===== src/inc/plsc_pkg.sv =====
// Purpose: shared constants for the local-side control of the bus interface core
// Assumes: one clock, both ends and the data buffer use the same clk_sys
// Notes:   mirror field positions and buffer sizes live here and nowhere else
//
// Overview of operation
// - wide mode: low word strobe marks each transfer
// - wide mode: high word strobe marks each transfer
// - wide indication low while wide transaction runs
// - back-end drives upper byte lane enables
// - local interrupt plus enable raises bus interrupt
// - cache line size mirrored on output bus
// - command bits zero to three mirrored
// - command bits four to nine mirrored, seven reserved
// - status bits eight, eleven, twelve mirrored
// - status bits thirteen to fifteen mirrored
// - local abort request gives target abort
// - local early stop request ends transaction early
// - back-end ready only when it can move data
// - direction output high read, low write
// - word consumed or valid in strobe cycle
package plsc_pkg;
	// ------------------------------------------------------------
	// widths
	// ------------------------------------------------------------
	localparam int DWORD_W    = 32;
	localparam int HI_BE_W    = 4;
	localparam int CACHE_W    = 8;
	localparam int CMD_SRC_W  = 16;
	localparam int CMD_W      = 10;
	localparam int STS_SRC_W  = 16;
	localparam int STS_W      = 6;
	localparam int FIFO_DEPTH = 8;

	// ------------------------------------------------------------
	// mirror field positions
	// ------------------------------------------------------------
	localparam int CMD_RSVD_BIT   = 7;
	localparam int STS_MDPE_SRC   = 8;
	localparam int STS_STA_SRC    = 11;
	localparam int STS_RTA_SRC    = 12;
	localparam int STS_RMA_SRC    = 13;
	localparam int STS_SSE_SRC    = 14;
	localparam int STS_DPE_SRC    = 15;
	localparam int STS_SRC_POS [STS_W] = '{STS_MDPE_SRC, STS_STA_SRC, STS_RTA_SRC,
		STS_RMA_SRC, STS_SSE_SRC, STS_DPE_SRC};

	// ------------------------------------------------------------
	// reset values
	// ------------------------------------------------------------
	localparam logic [CACHE_W-1:0] CACHE_RST = 8'h00;
	localparam logic [CMD_W-1:0]   CMD_RST   = 10'h000;
	localparam logic [STS_W-1:0]   STS_RST   = 6'h00;
	localparam logic [DWORD_W-1:0] WORD_RST  = 32'h00000000;
	localparam logic [HI_BE_W-1:0] BE_RST_N  = 4'hF;
endpackage


===== src/inc/plsc_local_if.sv =====
// Purpose: local back-end link between the core end and the user back-end end
// Assumes: all signals are on clk_sys; active-low names end in _n
// Notes:   no clocking block; the bench joins the two ends through this
`timescale 1ns/100ps
interface plsc_local_if
	import plsc_pkg::*;
();
	logic                 master_xfer_strobe_n;
	logic                 master_low_word_strobe_n;
	logic                 master_high_word_strobe_n;
	logic                 master_wide_xfer_active_n;
	logic                 master_read_not_write;
	logic [HI_BE_W-1:0]   master_byte_lane_en_n;
	logic [2*DWORD_W-1:0] local_in_word;
	logic [2*DWORD_W-1:0] local_out_word;
	logic                 local_irq_n;
	logic [CACHE_W-1:0]   cfg_cache_line;
	logic [CMD_W-1:0]     cfg_command_bits;
	logic [STS_W-1:0]     cfg_status_bits;
	logic                 tgt_abort_req_n;
	logic                 tgt_early_stop_req_n;
	logic                 tgt_ready_n;
	logic                 tgt_read_not_write;

	modport core
	(
		output master_xfer_strobe_n, master_low_word_strobe_n, master_high_word_strobe_n,
		output master_wide_xfer_active_n, master_read_not_write, local_out_word,
		output cfg_cache_line, cfg_command_bits, cfg_status_bits, tgt_read_not_write,
		input  master_byte_lane_en_n, local_in_word, local_irq_n,
		input  tgt_abort_req_n, tgt_early_stop_req_n, tgt_ready_n
	);

	modport backend
	(
		input  master_xfer_strobe_n, master_low_word_strobe_n, master_high_word_strobe_n,
		input  master_wide_xfer_active_n, master_read_not_write, local_out_word,
		input  cfg_cache_line, cfg_command_bits, cfg_status_bits, tgt_read_not_write,
		output master_byte_lane_en_n, local_in_word, local_irq_n,
		output tgt_abort_req_n, tgt_early_stop_req_n, tgt_ready_n
	);
endinterface


===== src/rtl/plsc_core_end.sv =====
// Purpose: core end of the local back-end link: strobes, mirrors, interrupt, target
// Assumes: bus engine signals arrive on clk_sys; back-end shares clk_sys
// Notes:   master write words pass an 8-entry buffer before the bus engine
`timescale 1ns/100ps
module plsc_core_end
	import plsc_pkg::*;
#(
	parameter int DEPTH = FIFO_DEPTH
)
(
	input  wire logic                   clk_sys,
	input  wire logic                   nrst,
	input  wire logic                   ce,
	plsc_local_if.core                  lif,
	input  wire logic                   bus_master_run,
	input  wire logic                   bus_master_read,
	input  wire logic                   bus_wide_active,
	input  wire logic                   bus_rd_valid,
	input  wire logic [2*DWORD_W-1:0]   bus_rd_data,
	output logic                        bus_rd_taken,
	output logic                        bus_wr_valid,
	input  wire logic                   bus_wr_ready,
	output logic [2*DWORD_W-1:0]        bus_wr_data,
	output logic [HI_BE_W-1:0]          bus_wr_hi_be_n,
	input  wire logic                   bus_tgt_access,
	input  wire logic                   bus_tgt_read,
	output logic                        bus_tgt_abort,
	output logic                        bus_tgt_stop,
	output logic                        bus_tgt_ready,
	input  wire logic                   cfg_int_enable,
	input  wire logic [CACHE_W-1:0]     cfg_cache,
	input  wire logic [CMD_SRC_W-1:0]   cfg_command,
	input  wire logic [STS_SRC_W-1:0]   cfg_status,
	output logic                        inta_n
);
	localparam int FW = 2*DWORD_W+HI_BE_W;
	localparam int LW = $clog2(DEPTH)+1;

	// ------------------------------------------------------------
	// parameter check
	// ------------------------------------------------------------
	if (DEPTH < 2)
	begin : g_bad
		$error("plsc_core_end: buffer depth below 2");
	end

	typedef enum logic [1:0] {PLSC_IDLE, PLSC_WRITE, PLSC_READ} plsc_mst_t;

	plsc_mst_t        mst_q;
	plsc_mst_t        mst_d;
	logic             strobe_q;
	logic             strobe_d;
	logic             wide_q;
	logic             rd_taken_q;
	logic [2*DWORD_W-1:0] out_word_q;
	logic             fifo_in_ready;
	logic             fifo_out_valid;
	logic [FW-1:0]    fifo_out_data;
	logic [LW-1:0]    fifo_level;
	logic [STS_W-1:0] sts_d;
	logic             push;

	// ------------------------------------------------------------
	// master sequencer
	// ------------------------------------------------------------
	always_comb
	begin
		mst_d = mst_q;
		case (mst_q)
			PLSC_IDLE:
				if (bus_master_run)
					mst_d = bus_master_read ? PLSC_READ : PLSC_WRITE;
			PLSC_WRITE:
				if (!bus_master_run)
					mst_d = PLSC_IDLE;
			PLSC_READ:
				if (!bus_master_run)
					mst_d = PLSC_IDLE;
			default:
				mst_d = PLSC_IDLE;
		endcase
	end

	// strobe look-ahead: a write strobe only when a buffer slot is certain,
	// counting the word already in flight, so no consumed word is dropped
	always_comb
	begin
		strobe_d = 1'b0;
		case (mst_q)
			PLSC_WRITE:
				strobe_d = bus_master_run && fifo_in_ready &&
					(fifo_level + LW'(strobe_q) < LW'(DEPTH));
			PLSC_READ:
				strobe_d = bus_master_run && bus_rd_valid && !rd_taken_q;
			default:
				strobe_d = 1'b0;
		endcase
	end

	always_ff @(posedge clk_sys or negedge nrst)
	begin
		if (!nrst)
			mst_q <= PLSC_IDLE;
		else if (ce)
			mst_q <= mst_d;
	end

	// ------------------------------------------------------------
	// transfer strobes and wide indication
	// ------------------------------------------------------------
	// the 32-bit strobe serves narrow transfers only; wide ones use both halves
	always_ff @(posedge clk_sys or negedge nrst)
	begin
		if (!nrst)
		begin
			strobe_q                      <= 1'b0;
			wide_q                        <= 1'b0;
			lif.master_xfer_strobe_n      <= 1'b1;
			lif.master_low_word_strobe_n  <= 1'b1;
			lif.master_high_word_strobe_n <= 1'b1;
			lif.master_wide_xfer_active_n <= 1'b1;
			lif.master_read_not_write     <= 1'b0;
		end
		else if (ce)
		begin
			strobe_q                      <= strobe_d;
			wide_q                        <= bus_wide_active;
			lif.master_xfer_strobe_n      <= !(strobe_d && !bus_wide_active);
			lif.master_low_word_strobe_n  <= !(strobe_d && bus_wide_active);
			lif.master_high_word_strobe_n <= !(strobe_d && bus_wide_active);
			lif.master_wide_xfer_active_n <= !bus_wide_active;
			lif.master_read_not_write     <= (mst_d == PLSC_READ);
		end
	end

	// ------------------------------------------------------------
	// read data toward the back-end
	// ------------------------------------------------------------
	// the word is loaded with its strobe, so it is valid in the strobe cycle
	always_ff @(posedge clk_sys or negedge nrst)
	begin
		if (!nrst)
		begin
			out_word_q   <= {WORD_RST, WORD_RST};
			rd_taken_q   <= 1'b0;
			bus_rd_taken <= 1'b0;
		end
		else if (ce)
		begin
			rd_taken_q   <= strobe_d && (mst_q == PLSC_READ);
			bus_rd_taken <= strobe_d && (mst_q == PLSC_READ);
			if (strobe_d && mst_q == PLSC_READ)
				out_word_q <= bus_rd_data;
		end
	end

	assign lif.local_out_word = out_word_q;

	// ------------------------------------------------------------
	// write data buffer
	// ------------------------------------------------------------
	// the input word is taken in the strobe cycle itself
	assign push = strobe_q && (mst_q == PLSC_WRITE);

	plsc_fifo #(
		.WIDTH (FW),
		.DEPTH (DEPTH)
	) u_wr_fifo (
		.clk_sys   (clk_sys),
		.nrst      (nrst),
		.ce        (ce),
		.in_valid  (push),
		.in_ready  (fifo_in_ready),
		.in_data   ({lif.master_byte_lane_en_n, lif.local_in_word}),
		.out_valid (fifo_out_valid),
		.out_ready (bus_wr_ready),
		.out_data  (fifo_out_data),
		.level     (fifo_level)
	);

	// narrow transfers carry no upper lanes, so their upper enables read as off
	assign bus_wr_valid   = fifo_out_valid;
	assign bus_wr_data    = fifo_out_data[2*DWORD_W-1:0];
	assign bus_wr_hi_be_n = fifo_out_data[FW-1:2*DWORD_W] | {HI_BE_W{!wide_q}};

	// ------------------------------------------------------------
	// local target requests and direction
	// ------------------------------------------------------------
	// requests count only inside an access so a stale level cannot end the next one
	always_ff @(posedge clk_sys or negedge nrst)
	begin
		if (!nrst)
		begin
			bus_tgt_abort          <= 1'b0;
			bus_tgt_stop           <= 1'b0;
			bus_tgt_ready          <= 1'b0;
			lif.tgt_read_not_write <= 1'b0;
		end
		else if (ce)
		begin
			bus_tgt_abort <= bus_tgt_access && !lif.tgt_abort_req_n;
			bus_tgt_stop  <= bus_tgt_access && !lif.tgt_early_stop_req_n &&
				lif.tgt_abort_req_n;
			bus_tgt_ready <= bus_tgt_access && !lif.tgt_ready_n;
			if (bus_tgt_access)
				lif.tgt_read_not_write <= bus_tgt_read;
		end
	end

	// ------------------------------------------------------------
	// interrupt
	// ------------------------------------------------------------
	always_ff @(posedge clk_sys or negedge nrst)
	begin
		if (!nrst)
			inta_n <= 1'b1;
		else if (ce)
			inta_n <= !(!lif.local_irq_n && cfg_int_enable);
	end

	// ------------------------------------------------------------
	// configuration mirrors
	// ------------------------------------------------------------
	for (genvar i = 0; i < STS_W; i++)
	begin : g_sts
		assign sts_d[i] = cfg_status[STS_SRC_POS[i]];
	end

	// one register stage: the back-end sees a change one cycle later
	always_ff @(posedge clk_sys or negedge nrst)
	begin
		if (!nrst)
		begin
			lif.cfg_cache_line   <= CACHE_RST;
			lif.cfg_command_bits <= CMD_RST;
			lif.cfg_status_bits  <= STS_RST;
		end
		else if (ce)
		begin
			lif.cfg_cache_line   <= cfg_cache;
			lif.cfg_command_bits <= cfg_command[CMD_W-1:0] &
				~(CMD_W'(1) << CMD_RSVD_BIT);
			lif.cfg_status_bits  <= sts_d;
		end
	end
endmodule


===== src/rtl/plsc_fifo.sv =====
// Purpose: flip-flop FIFO between back-end write words and the bus engine
// Assumes: single clock, depth a power of two
// Notes:   valid and ready come from flops; level shows fill for look-ahead
`timescale 1ns/100ps
module plsc_fifo
	import plsc_pkg::*;
#(
	parameter int WIDTH = 2*DWORD_W+HI_BE_W,
	parameter int DEPTH = FIFO_DEPTH
)
(
	input  wire logic                   clk_sys,
	input  wire logic                   nrst,
	input  wire logic                   ce,
	input  wire logic                   in_valid,
	output logic                        in_ready,
	input  wire logic [WIDTH-1:0]       in_data,
	output logic                        out_valid,
	input  wire logic                   out_ready,
	output logic [WIDTH-1:0]            out_data,
	output logic [$clog2(DEPTH):0]      level
);
	localparam int AW = $clog2(DEPTH);

	// ------------------------------------------------------------
	// parameter check
	// ------------------------------------------------------------
	if (DEPTH < 2 || (1 << AW) != DEPTH || WIDTH < 1)
	begin : g_bad
		$error("plsc_fifo: depth must be a power of two of at least 2");
	end

	logic [WIDTH-1:0] mem_q [DEPTH];
	logic [AW-1:0]    wr_ptr_q;
	logic [AW-1:0]    rd_ptr_q;
	logic [AW:0]      count_q;
	logic [AW:0]      count_d;
	logic             push;
	logic             pop;

	assign push     = in_valid && in_ready;
	assign pop      = out_valid && out_ready;
	assign level    = count_q;
	assign out_data = mem_q[rd_ptr_q];

	// ------------------------------------------------------------
	// fill count and flags
	// ------------------------------------------------------------
	always_comb
	begin
		count_d = count_q;
		if (push && !pop)
			count_d = count_q + (AW+1)'(1);
		else if (pop && !push)
			count_d = count_q - (AW+1)'(1);
	end

	// flags are registered so the far side sees clean levels
	always_ff @(posedge clk_sys or negedge nrst)
	begin
		if (!nrst)
		begin
			count_q   <= '0;
			out_valid <= 1'b0;
			in_ready  <= 1'b1;
			wr_ptr_q  <= '0;
			rd_ptr_q  <= '0;
		end
		else if (ce)
		begin
			count_q   <= count_d;
			out_valid <= (count_d != '0);
			in_ready  <= (count_d != (AW+1)'(DEPTH));
			if (push)
				wr_ptr_q <= wr_ptr_q + AW'(1);
			if (pop)
				rd_ptr_q <= rd_ptr_q + AW'(1);
		end
	end

	// storage has no reset; only written entries are ever read
	always_ff @(posedge clk_sys)
	begin
		if (ce && push)
			mem_q[wr_ptr_q] <= in_data;
	end
endmodule


===== src/flat_wrapper.sv =====
// flat-port wrapper written by rule: the top's interface ports become plain ports
module plsc_core_end_flat import plsc_pkg::*;
#(
	parameter int DEPTH = FIFO_DEPTH
)
  (clk_sys, nrst, ce, bus_master_run, bus_master_read, bus_wide_active, bus_rd_valid, bus_rd_data, bus_rd_taken, bus_wr_valid, bus_wr_ready, bus_wr_data, bus_wr_hi_be_n, bus_tgt_access, bus_tgt_read, bus_tgt_abort, bus_tgt_stop, bus_tgt_ready, cfg_int_enable, cfg_cache, cfg_command, cfg_status, inta_n, lif_master_xfer_strobe_n, lif_master_low_word_strobe_n, lif_master_high_word_strobe_n, lif_master_wide_xfer_active_n, lif_master_read_not_write, lif_local_out_word, lif_cfg_cache_line, lif_cfg_command_bits, lif_cfg_status_bits, lif_tgt_read_not_write, lif_master_byte_lane_en_n, lif_local_in_word, lif_local_irq_n, lif_tgt_abort_req_n, lif_tgt_early_stop_req_n, lif_tgt_ready_n);
  plsc_local_if lif_i ();
  input  wire logic clk_sys;
  input  wire logic nrst;
  input  wire logic ce;
  input  wire logic bus_master_run;
  input  wire logic bus_master_read;
  input  wire logic bus_wide_active;
  input  wire logic bus_rd_valid;
  input  wire logic [2*DWORD_W-1:0] bus_rd_data;
  output logic bus_rd_taken;
  output logic bus_wr_valid;
  input  wire logic bus_wr_ready;
  output logic [2*DWORD_W-1:0] bus_wr_data;
  output logic [HI_BE_W-1:0] bus_wr_hi_be_n;
  input  wire logic bus_tgt_access;
  input  wire logic bus_tgt_read;
  output logic bus_tgt_abort;
  output logic bus_tgt_stop;
  output logic bus_tgt_ready;
  input  wire logic cfg_int_enable;
  input  wire logic [CACHE_W-1:0] cfg_cache;
  input  wire logic [CMD_SRC_W-1:0] cfg_command;
  input  wire logic [STS_SRC_W-1:0] cfg_status;
  output logic inta_n;
  output wire logic [$bits(lif_i.master_xfer_strobe_n)-1:0] lif_master_xfer_strobe_n;
  output wire logic [$bits(lif_i.master_low_word_strobe_n)-1:0] lif_master_low_word_strobe_n;
  output wire logic [$bits(lif_i.master_high_word_strobe_n)-1:0] lif_master_high_word_strobe_n;
  output wire logic [$bits(lif_i.master_wide_xfer_active_n)-1:0] lif_master_wide_xfer_active_n;
  output wire logic [$bits(lif_i.master_read_not_write)-1:0] lif_master_read_not_write;
  output wire logic [$bits(lif_i.local_out_word)-1:0] lif_local_out_word;
  output wire logic [$bits(lif_i.cfg_cache_line)-1:0] lif_cfg_cache_line;
  output wire logic [$bits(lif_i.cfg_command_bits)-1:0] lif_cfg_command_bits;
  output wire logic [$bits(lif_i.cfg_status_bits)-1:0] lif_cfg_status_bits;
  output wire logic [$bits(lif_i.tgt_read_not_write)-1:0] lif_tgt_read_not_write;
  input wire logic [$bits(lif_i.master_byte_lane_en_n)-1:0] lif_master_byte_lane_en_n;
  input wire logic [$bits(lif_i.local_in_word)-1:0] lif_local_in_word;
  input wire logic [$bits(lif_i.local_irq_n)-1:0] lif_local_irq_n;
  input wire logic [$bits(lif_i.tgt_abort_req_n)-1:0] lif_tgt_abort_req_n;
  input wire logic [$bits(lif_i.tgt_early_stop_req_n)-1:0] lif_tgt_early_stop_req_n;
  input wire logic [$bits(lif_i.tgt_ready_n)-1:0] lif_tgt_ready_n;
  assign lif_master_xfer_strobe_n = lif_i.master_xfer_strobe_n;
  assign lif_master_low_word_strobe_n = lif_i.master_low_word_strobe_n;
  assign lif_master_high_word_strobe_n = lif_i.master_high_word_strobe_n;
  assign lif_master_wide_xfer_active_n = lif_i.master_wide_xfer_active_n;
  assign lif_master_read_not_write = lif_i.master_read_not_write;
  assign lif_local_out_word = lif_i.local_out_word;
  assign lif_cfg_cache_line = lif_i.cfg_cache_line;
  assign lif_cfg_command_bits = lif_i.cfg_command_bits;
  assign lif_cfg_status_bits = lif_i.cfg_status_bits;
  assign lif_tgt_read_not_write = lif_i.tgt_read_not_write;
  assign lif_i.master_byte_lane_en_n = lif_master_byte_lane_en_n;
  assign lif_i.local_in_word = lif_local_in_word;
  assign lif_i.local_irq_n = lif_local_irq_n;
  assign lif_i.tgt_abort_req_n = lif_tgt_abort_req_n;
  assign lif_i.tgt_early_stop_req_n = lif_tgt_early_stop_req_n;
  assign lif_i.tgt_ready_n = lif_tgt_ready_n;
  plsc_core_end #(.DEPTH(DEPTH)) u_core (.clk_sys(clk_sys), .nrst(nrst), .ce(ce), .lif(lif_i), .bus_master_run(bus_master_run), .bus_master_read(bus_master_read), .bus_wide_active(bus_wide_active), .bus_rd_valid(bus_rd_valid), .bus_rd_data(bus_rd_data), .bus_rd_taken(bus_rd_taken), .bus_wr_valid(bus_wr_valid), .bus_wr_ready(bus_wr_ready), .bus_wr_data(bus_wr_data), .bus_wr_hi_be_n(bus_wr_hi_be_n), .bus_tgt_access(bus_tgt_access), .bus_tgt_read(bus_tgt_read), .bus_tgt_abort(bus_tgt_abort), .bus_tgt_stop(bus_tgt_stop), .bus_tgt_ready(bus_tgt_ready), .cfg_int_enable(cfg_int_enable), .cfg_cache(cfg_cache), .cfg_command(cfg_command), .cfg_status(cfg_status), .inta_n(inta_n));
endmodule

===== config.mk =====
export PLATFORM = sky130hd
export DESIGN_NAME = plsc_core_end_flat
export DESIGN_NICKNAME = d
export VERILOG_FILES = /design/src/inc/plsc_pkg.sv /design/src/inc/plsc_local_if.sv /design/src/rtl/plsc_core_end.sv /design/src/rtl/plsc_fifo.sv /design/src/flat_wrapper.sv
export SDC_FILE = /design/constraint.sdc
export NUM_CORES = 1
export LEC_CHECK = 0
export ABC_AREA = 1
export BUFFER_PORTS_ARGS = -buffer_cell sky130_fd_sc_hd__buf_4
export CAP_MARGIN = 15
export CORE_ASPECT_RATIO = 0.75
export CORE_MARGIN = 2
export CORE_UTILIZATION = 59
export CTS_BUF_LIST = sky130_fd_sc_hd__clkbuf_8
export DETAILED_ROUTE_END_ITERATION = 16
export HOLD_SLACK_MARGIN = 0.15
export PLACE_DENSITY_LB_ADDON = 0.08
export SYNTH_ARGS = -nofsm -noshare
export SYNTH_HDL_FRONTEND = slang
export SYNTH_SLANG_ARGS = --single-unit

===== constraint.sdc =====
create_clock -name clk_sys -period 6.1 [get_ports clk_sys]
set_input_delay 0.61 -clock clk_sys [delete_from_list [all_inputs] [get_ports clk_sys]]
set_output_delay 0.61 -clock clk_sys [all_outputs]
set_load 0.01 [all_outputs]

Word-level counts from Yosys, hierarchy flattened

Memory sizes are Yosys's and may differ from the RTL's.
Index checks and enable logic that the tools add are counted.

Register bits after elaboration: 113
Memory bits (writable): 544
Memories kept: 1

$add $sub $neg: 5
Order comparisons: 1
Equal/unequal tests: 4
Multiplexer cells: 9
Bitwise operators: 1
Reductions and logical operators: 37

Memories:

| memory                 | words | bits a word | rd ports | clocked after Yosys merged registers in | wr ports | RTL line        | source |
|---|---|---|---|---|---|---|---|
| u_core.u_wr_fifo.mem_q | 8     | 68          | 1        | 0                                       | 1        | plsc_fifo.sv:33 | `logic [WIDTH-1:0] mem_q [DEPTH];` |

Operators with widths:

| kind                                                | count |
|---|---|
| logical AND 1 bit                                   | 18 |
| zero test 1 bit                                     | 12 |
| 2-to-1 mux 4 bit                                    | 2 |
| AND reduction 2 bit                                 | 4 |
| adder 3 x 1 -> 3 bit, second input constant         | 2 |
| 2-to-1 mux 2 bit                                    | 3 |
| adder 4 x 1 -> 4 bit                                | 1 |
| adder 4 x 1 -> 4 bit, second input constant         | 1 |
| equality test 2 bit, second input constant          | 2 |
| less-than comparator 4 bit, second input constant   | 1 |
| inequality test 4 bit, second input constant        | 1 |
| bitwise OR 4 bit                                    | 1 |
| case mux 2 bit (2 select lines)                     | 1 |
| nonzero test 4 bit                                  | 1 |
| subtractor 4 x 1 -> 4 bit, second input constant    | 1 |
| equality test 2 x 1 -> 1 bit, second input constant | 1 |
| zero test 2 bit                                     | 1 |
| 2-to-1 mux 1 bit                                    | 2 |
| case mux 1 bit (2 select lines)                     | 1 |
| OR reduction 2 bit                                  | 1 |

Logic depth before layout (Yosys ltp)

Word-level depth: 8
Mapped depth: 12

Cells and area by module

From an unflattened synthesis, not the netlist that was laid out.

Cell total of the unflattened synthesis: 2105
Area total of the unflattened synthesis: 26016.2 sq um

By module, submodules not included:

| module        | instances | cells an instance | area an instance (sq um) | seq. area each (sq um) |
|---|---|---|---|---|
| plsc_fifo     | 1         | 1637              | 21694.6                  | 16637.2 |
| plsc_core_end | 1         | 468               | 4321.6                   | 2532.4 |

Worst setup path before layout

OpenSTA, ideal clock, no wires.

Kind: input -> register
Start point: input port ce
End point: memory u_core.u_wr_fifo.mem_q[0][0] in the netlist's numbering (enable)
Setup time: 0.494 ns
Arrival time: 4.146 ns
Data required time: 5.606 ns
Path slack: 1.460 ns
Stages on the path: 5
Cell sequence: clkinv_1 nor2_1 inv_1 or2_1 nor2_1

Cells in the longest elaborated chain, start to end: 3

Ends and longest elaborated chain:

| item                                   | RTL line           | source |
|---|---|---|
| start: declaration                     | flat_wrapper.sv:10 | `input wire logic ce;` |
| logical AND 1 bit                      | plsc_fifo.sv:84    | `if (ce && push)` |
| 2-to-1 mux 1 bit                       | plsc_fifo.sv:84    |  |
| 2-to-1 mux 1 bit (implied by the code) | plsc_fifo.sv:85    | `mem_q[wr_ptr_q] <= in_data;` |
| end: declaration                       | plsc_fifo.sv:33    |  |

Every way passes these cells.

Worst setup path after layout

Start point: register u_core.u_wr_fifo.rd_ptr_q[0]
End point: output port bus_wr_data[26]

Cells in the longest elaborated chain, start to end: 1

Ends and longest elaborated chain:

| item                     | RTL line           | source |
|---|---|---|
| start: declaration       | plsc_fifo.sv:35    | `logic [AW-1:0] rd_ptr_q;` |
| start signal: assignment | plsc_fifo.sv:77    | `rd_ptr_q <= rd_ptr_q + AW'(1);` |
| memory (8 x 68 bit)      | -                  |  |
| end: declaration         | flat_wrapper.sv:19 | `output logic [2*DWORD_W-1:0] bus_wr_data;` |

Every way passes these cells.

==> flow_summary.toml <==
[timing]
final.setup_skew_ns = 0.02301
maxSlewHeadroom = 0.2285
finalCriticalPeriod_ns = 4.417
setup_viol = 0
finalCritPeriodShare = 0.7241
rsz0062_at_grt = "false"
setup_tns_ns = 0
drv_slew = 0
fmax_mhz = 226.4
worstMarginPinSlew_ns = 1.157
hold_ws_ns = 0.1962
finalHoldViolations = 0

[synthesis]
synthDominantCellAreaShare = 0.6327
yosys-top-cells-count = "edfxtp_1, nand2_1, nor2_1, o21ai_0, o22ai_1"
synth-seq-cells = 657
synth_top_cell_by_area = "edfxtp_1"
async_flop_share = 0.1720
synth_ff_type = "edfxtp_1"
synth_cells = 2087
seq_area_frac_synth = 0.7424
synthesis.nets = 2282
synth_most_common_cell = "edfxtp_1"
synth-edff-count = 544
ys_warn_count = 0
synth_area_leaders = "edfxtp_1, dfrtp_1, nand2_1"
synth_area_mm2 = 0.02582
syn_avg_cell_area_um2 = 12.37
synth.distinct_cells = 29

[clock_tree]
worstSkewPairLatency_ns = 0.67
cts_root_buffer = "clkbuf_8"
cts_resized = 0
htree_levels = 3
cts_hold_buf = 143
cts_tree = "done"
cts_made_buffers = 97
clk_pin_slew_ns = 0.06
cts_setup_buffers = 0
cts_buffer_depth = 3
cts.sinks = 657

[power]
ir_drop_mv = 0.3677
swShare = 0.3539
pwr-share-clk = 0.242
p_per_area_mw_per_mm2 = 417.2
combPwrFrac = 0.349
seqPwrFrac = 0.409
power_switching_w = 0.004720
intPower_w = 0.008617
cellLeakagePower_nw = 12.61

[critical_path]
critical_path_arrival_ns = 3.81
start_kind = "register"
ff2ff_setup_slack_ns = 2.59
crit_type = "register to output port"
required_ns = 5.49
critPathCaptureType = "output port"
crit_fanout = 146

[floorplanning]
dieArea_mm2 = 0.04547
die_y_um = 185.2
pin_count = 355
core_mm2 = 0.04327
die_w_um = 245.6
start_util = 0.5967
fp-row-count = 66

[grt]
grt_first_pass_wirelength_um = 93680
grt_overflow = 0
grt_usage = 0.2682
antenna_found_initial = 2
grt_max_degree = 147
grt_pass1_vias = 17140

[drt]
route.detailed.drc = 0
ant_nets = 0
drtIter0Drc = 1437
routedWlPerCell_um = 19.24
vias_per_cell = 5.475
routed-via-count = 17600
wirelength_um = 61830
drtPass1Iterations = 5

[finish]
layout-drive-gt1-share = 0.2099
nets = 2758
n_fill_cell = 2854
areaGrowthSynthToFinish_pct = 23.80
fin_area_mm2 = 0.03197

[run_status]
status = "complete, no violations"

[placed_design]
gp_congestion = 0.7818
dpl.hpwl_um = 32540
post_dp_cell_area_mm2 = 0.02874
port_buffers = 336

[run]
cap_viol_max_count = 0

[worst_hold_path]
min_path_type = "input pin to register"
-- area by class of cell --
cell class              instances  area, um2  area share
diodes                          1      2.502  0.00007828
clock buffers                 108       1486     0.04650
clock inverters                63      254.0    0.007946
inverters                      95      362.8     0.01135
multi-input cells            1207       5732      0.1793
flip-flops and latches        657      19180      0.6000
well taps                     578      723.2     0.02262
repair buffers                505       4227      0.1322
-- state kept, by name, summed over array words and instances (netlist names), 2 cells and up --
| register | cells |
|---|---|
| u_core.lif.cfg_cache_line | 8 |
| u_core.u_wr_fifo.rd_ptr_q | 3 |
| u_core.lif.local_out_word | 64 |
| u_core.lif.cfg_status_bits | 6 |
| u_core.u_wr_fifo.level | 4 |
| u_core.u_wr_fifo.wr_ptr_q | 3 |
| u_core.lif.cfg_command_bits | 9 |
| u_core.u_wr_fifo.mem_q | 544 |
| u_core.mst_q | 2 |
-- kinds of logic (layout without fill, tap and decap cells) --
kind of cell             after synthesis  in the layout  synth area share
XOR/XNOR                               3              3          0.001018
multiplexers                           1              1         0.0004361
AO/OA/AOI/OAI                        488            488            0.1091
adder cells (fa/ha/maj)                8              8          0.003877
buffers and inverters                223            771           0.03828
other                                  1              2         0.0001452
flip-flops                           657            657            0.7424
AND/OR/NAND/NOR                      706            706            0.1047
-- cell usage in the layout, fill, tap and decap left out, types with 5 or more instances in the layout --
cell type | netlist | routed
a21oi_1 | 11 | 11
buf_4 | 4 | 357
clkbuf_8 | 0 | 108
clkinv_1 | 3 | 17
clkinv_2 | 0 | 6
dfrtp_1 | 108 | 105
dfstp_2 | 5 | 5
dlygate4sd3_1 | 0 | 143
edfxtp_1 | 544 | 544
ha_1 | 8 | 8
inv_1 | 91 | 130
nand2_1 | 392 | 392
nand3_1 | 34 | 34
nor2_1 | 278 | 270
nor2_4 | 0 | 8
o21ai_0 | 275 | 275
o21ai_1 | 15 | 15
o21ai_2 | 54 | 54
o22ai_1 | 128 | 128
-- layer usage --
metal / global-route usage / routed length [um]
met5: 0 / 11
met4: 0.08630 / 1373
met3: 0.05187 / 4029
met2: 0.4319 / 30370
met1: 0.3738 / 26050
-- worst max-delay path, stage by stage, from the launching register on --
cell     delay, ns
dfrtp_4       0.82
inv_6         0.85
buf_12        0.51
o21ai_0       0.20
o22ai_1       0.17
nand2_1       0.07
nand2_1       0.14
buf_4         0.14
-- final timing paths --
path                            depth (start not counted)                    startpoint                        endpoint
worst max-delay path                                    7  u_core.u_wr_fifo.rd_ptr_q[0]                 bus_wr_data[26]
worst min-delay path                                    3               bus_rd_data[55]   u_core.lif.local_out_word[55]
worst max register to register                          8               u_core.mst_q[1]   u_core.u_wr_fifo.mem_q[0][45]
worst min register to register                          2  u_core.lif.cfg_cache_line[0]    u_core.lif.cfg_cache_line[0]
max in group asynchronous                               3                          nrst  u_core.lif.cfg_command_bits[8]
min in group asynchronous                               2                          nrst   u_core.lif.local_out_word[60]
-- metrics by stage --
step / util / power, W / instances / setup WS [ns]
after floorplan: - / 0.008138 / 2087 / 1.460
after global placement: 0.6636 / 0.009966 / 2896 / 2.236
after detailed placement: 0.6643 / 0.01008 / 2897 / 2.258
after CTS: 0.7376 / 0.01335 / 3211 / 1.707
after global routing: 0.7387 / 0.01407 / 3213 / 1.381
final: 0.7387 / 0.01334 / 3214 / 1.683
-- power by group through the flow --
stage / Sequential (W) / Clock (W) / Combinational (W)
after CTS: 0.00544 / 0.00327 / 0.00463
after floorplan: 0.00549 / 0 / 0.00265
after detailed placement: 0.00554 / 0 / 0.00454
after global routing: 0.00550 / 0.00347 / 0.00511
final: 0.00545 / 0.00323 / 0.00466
after global placement: 0.00552 / 0 / 0.00444
Note: power is estimated with default switching activity, not from simulation.
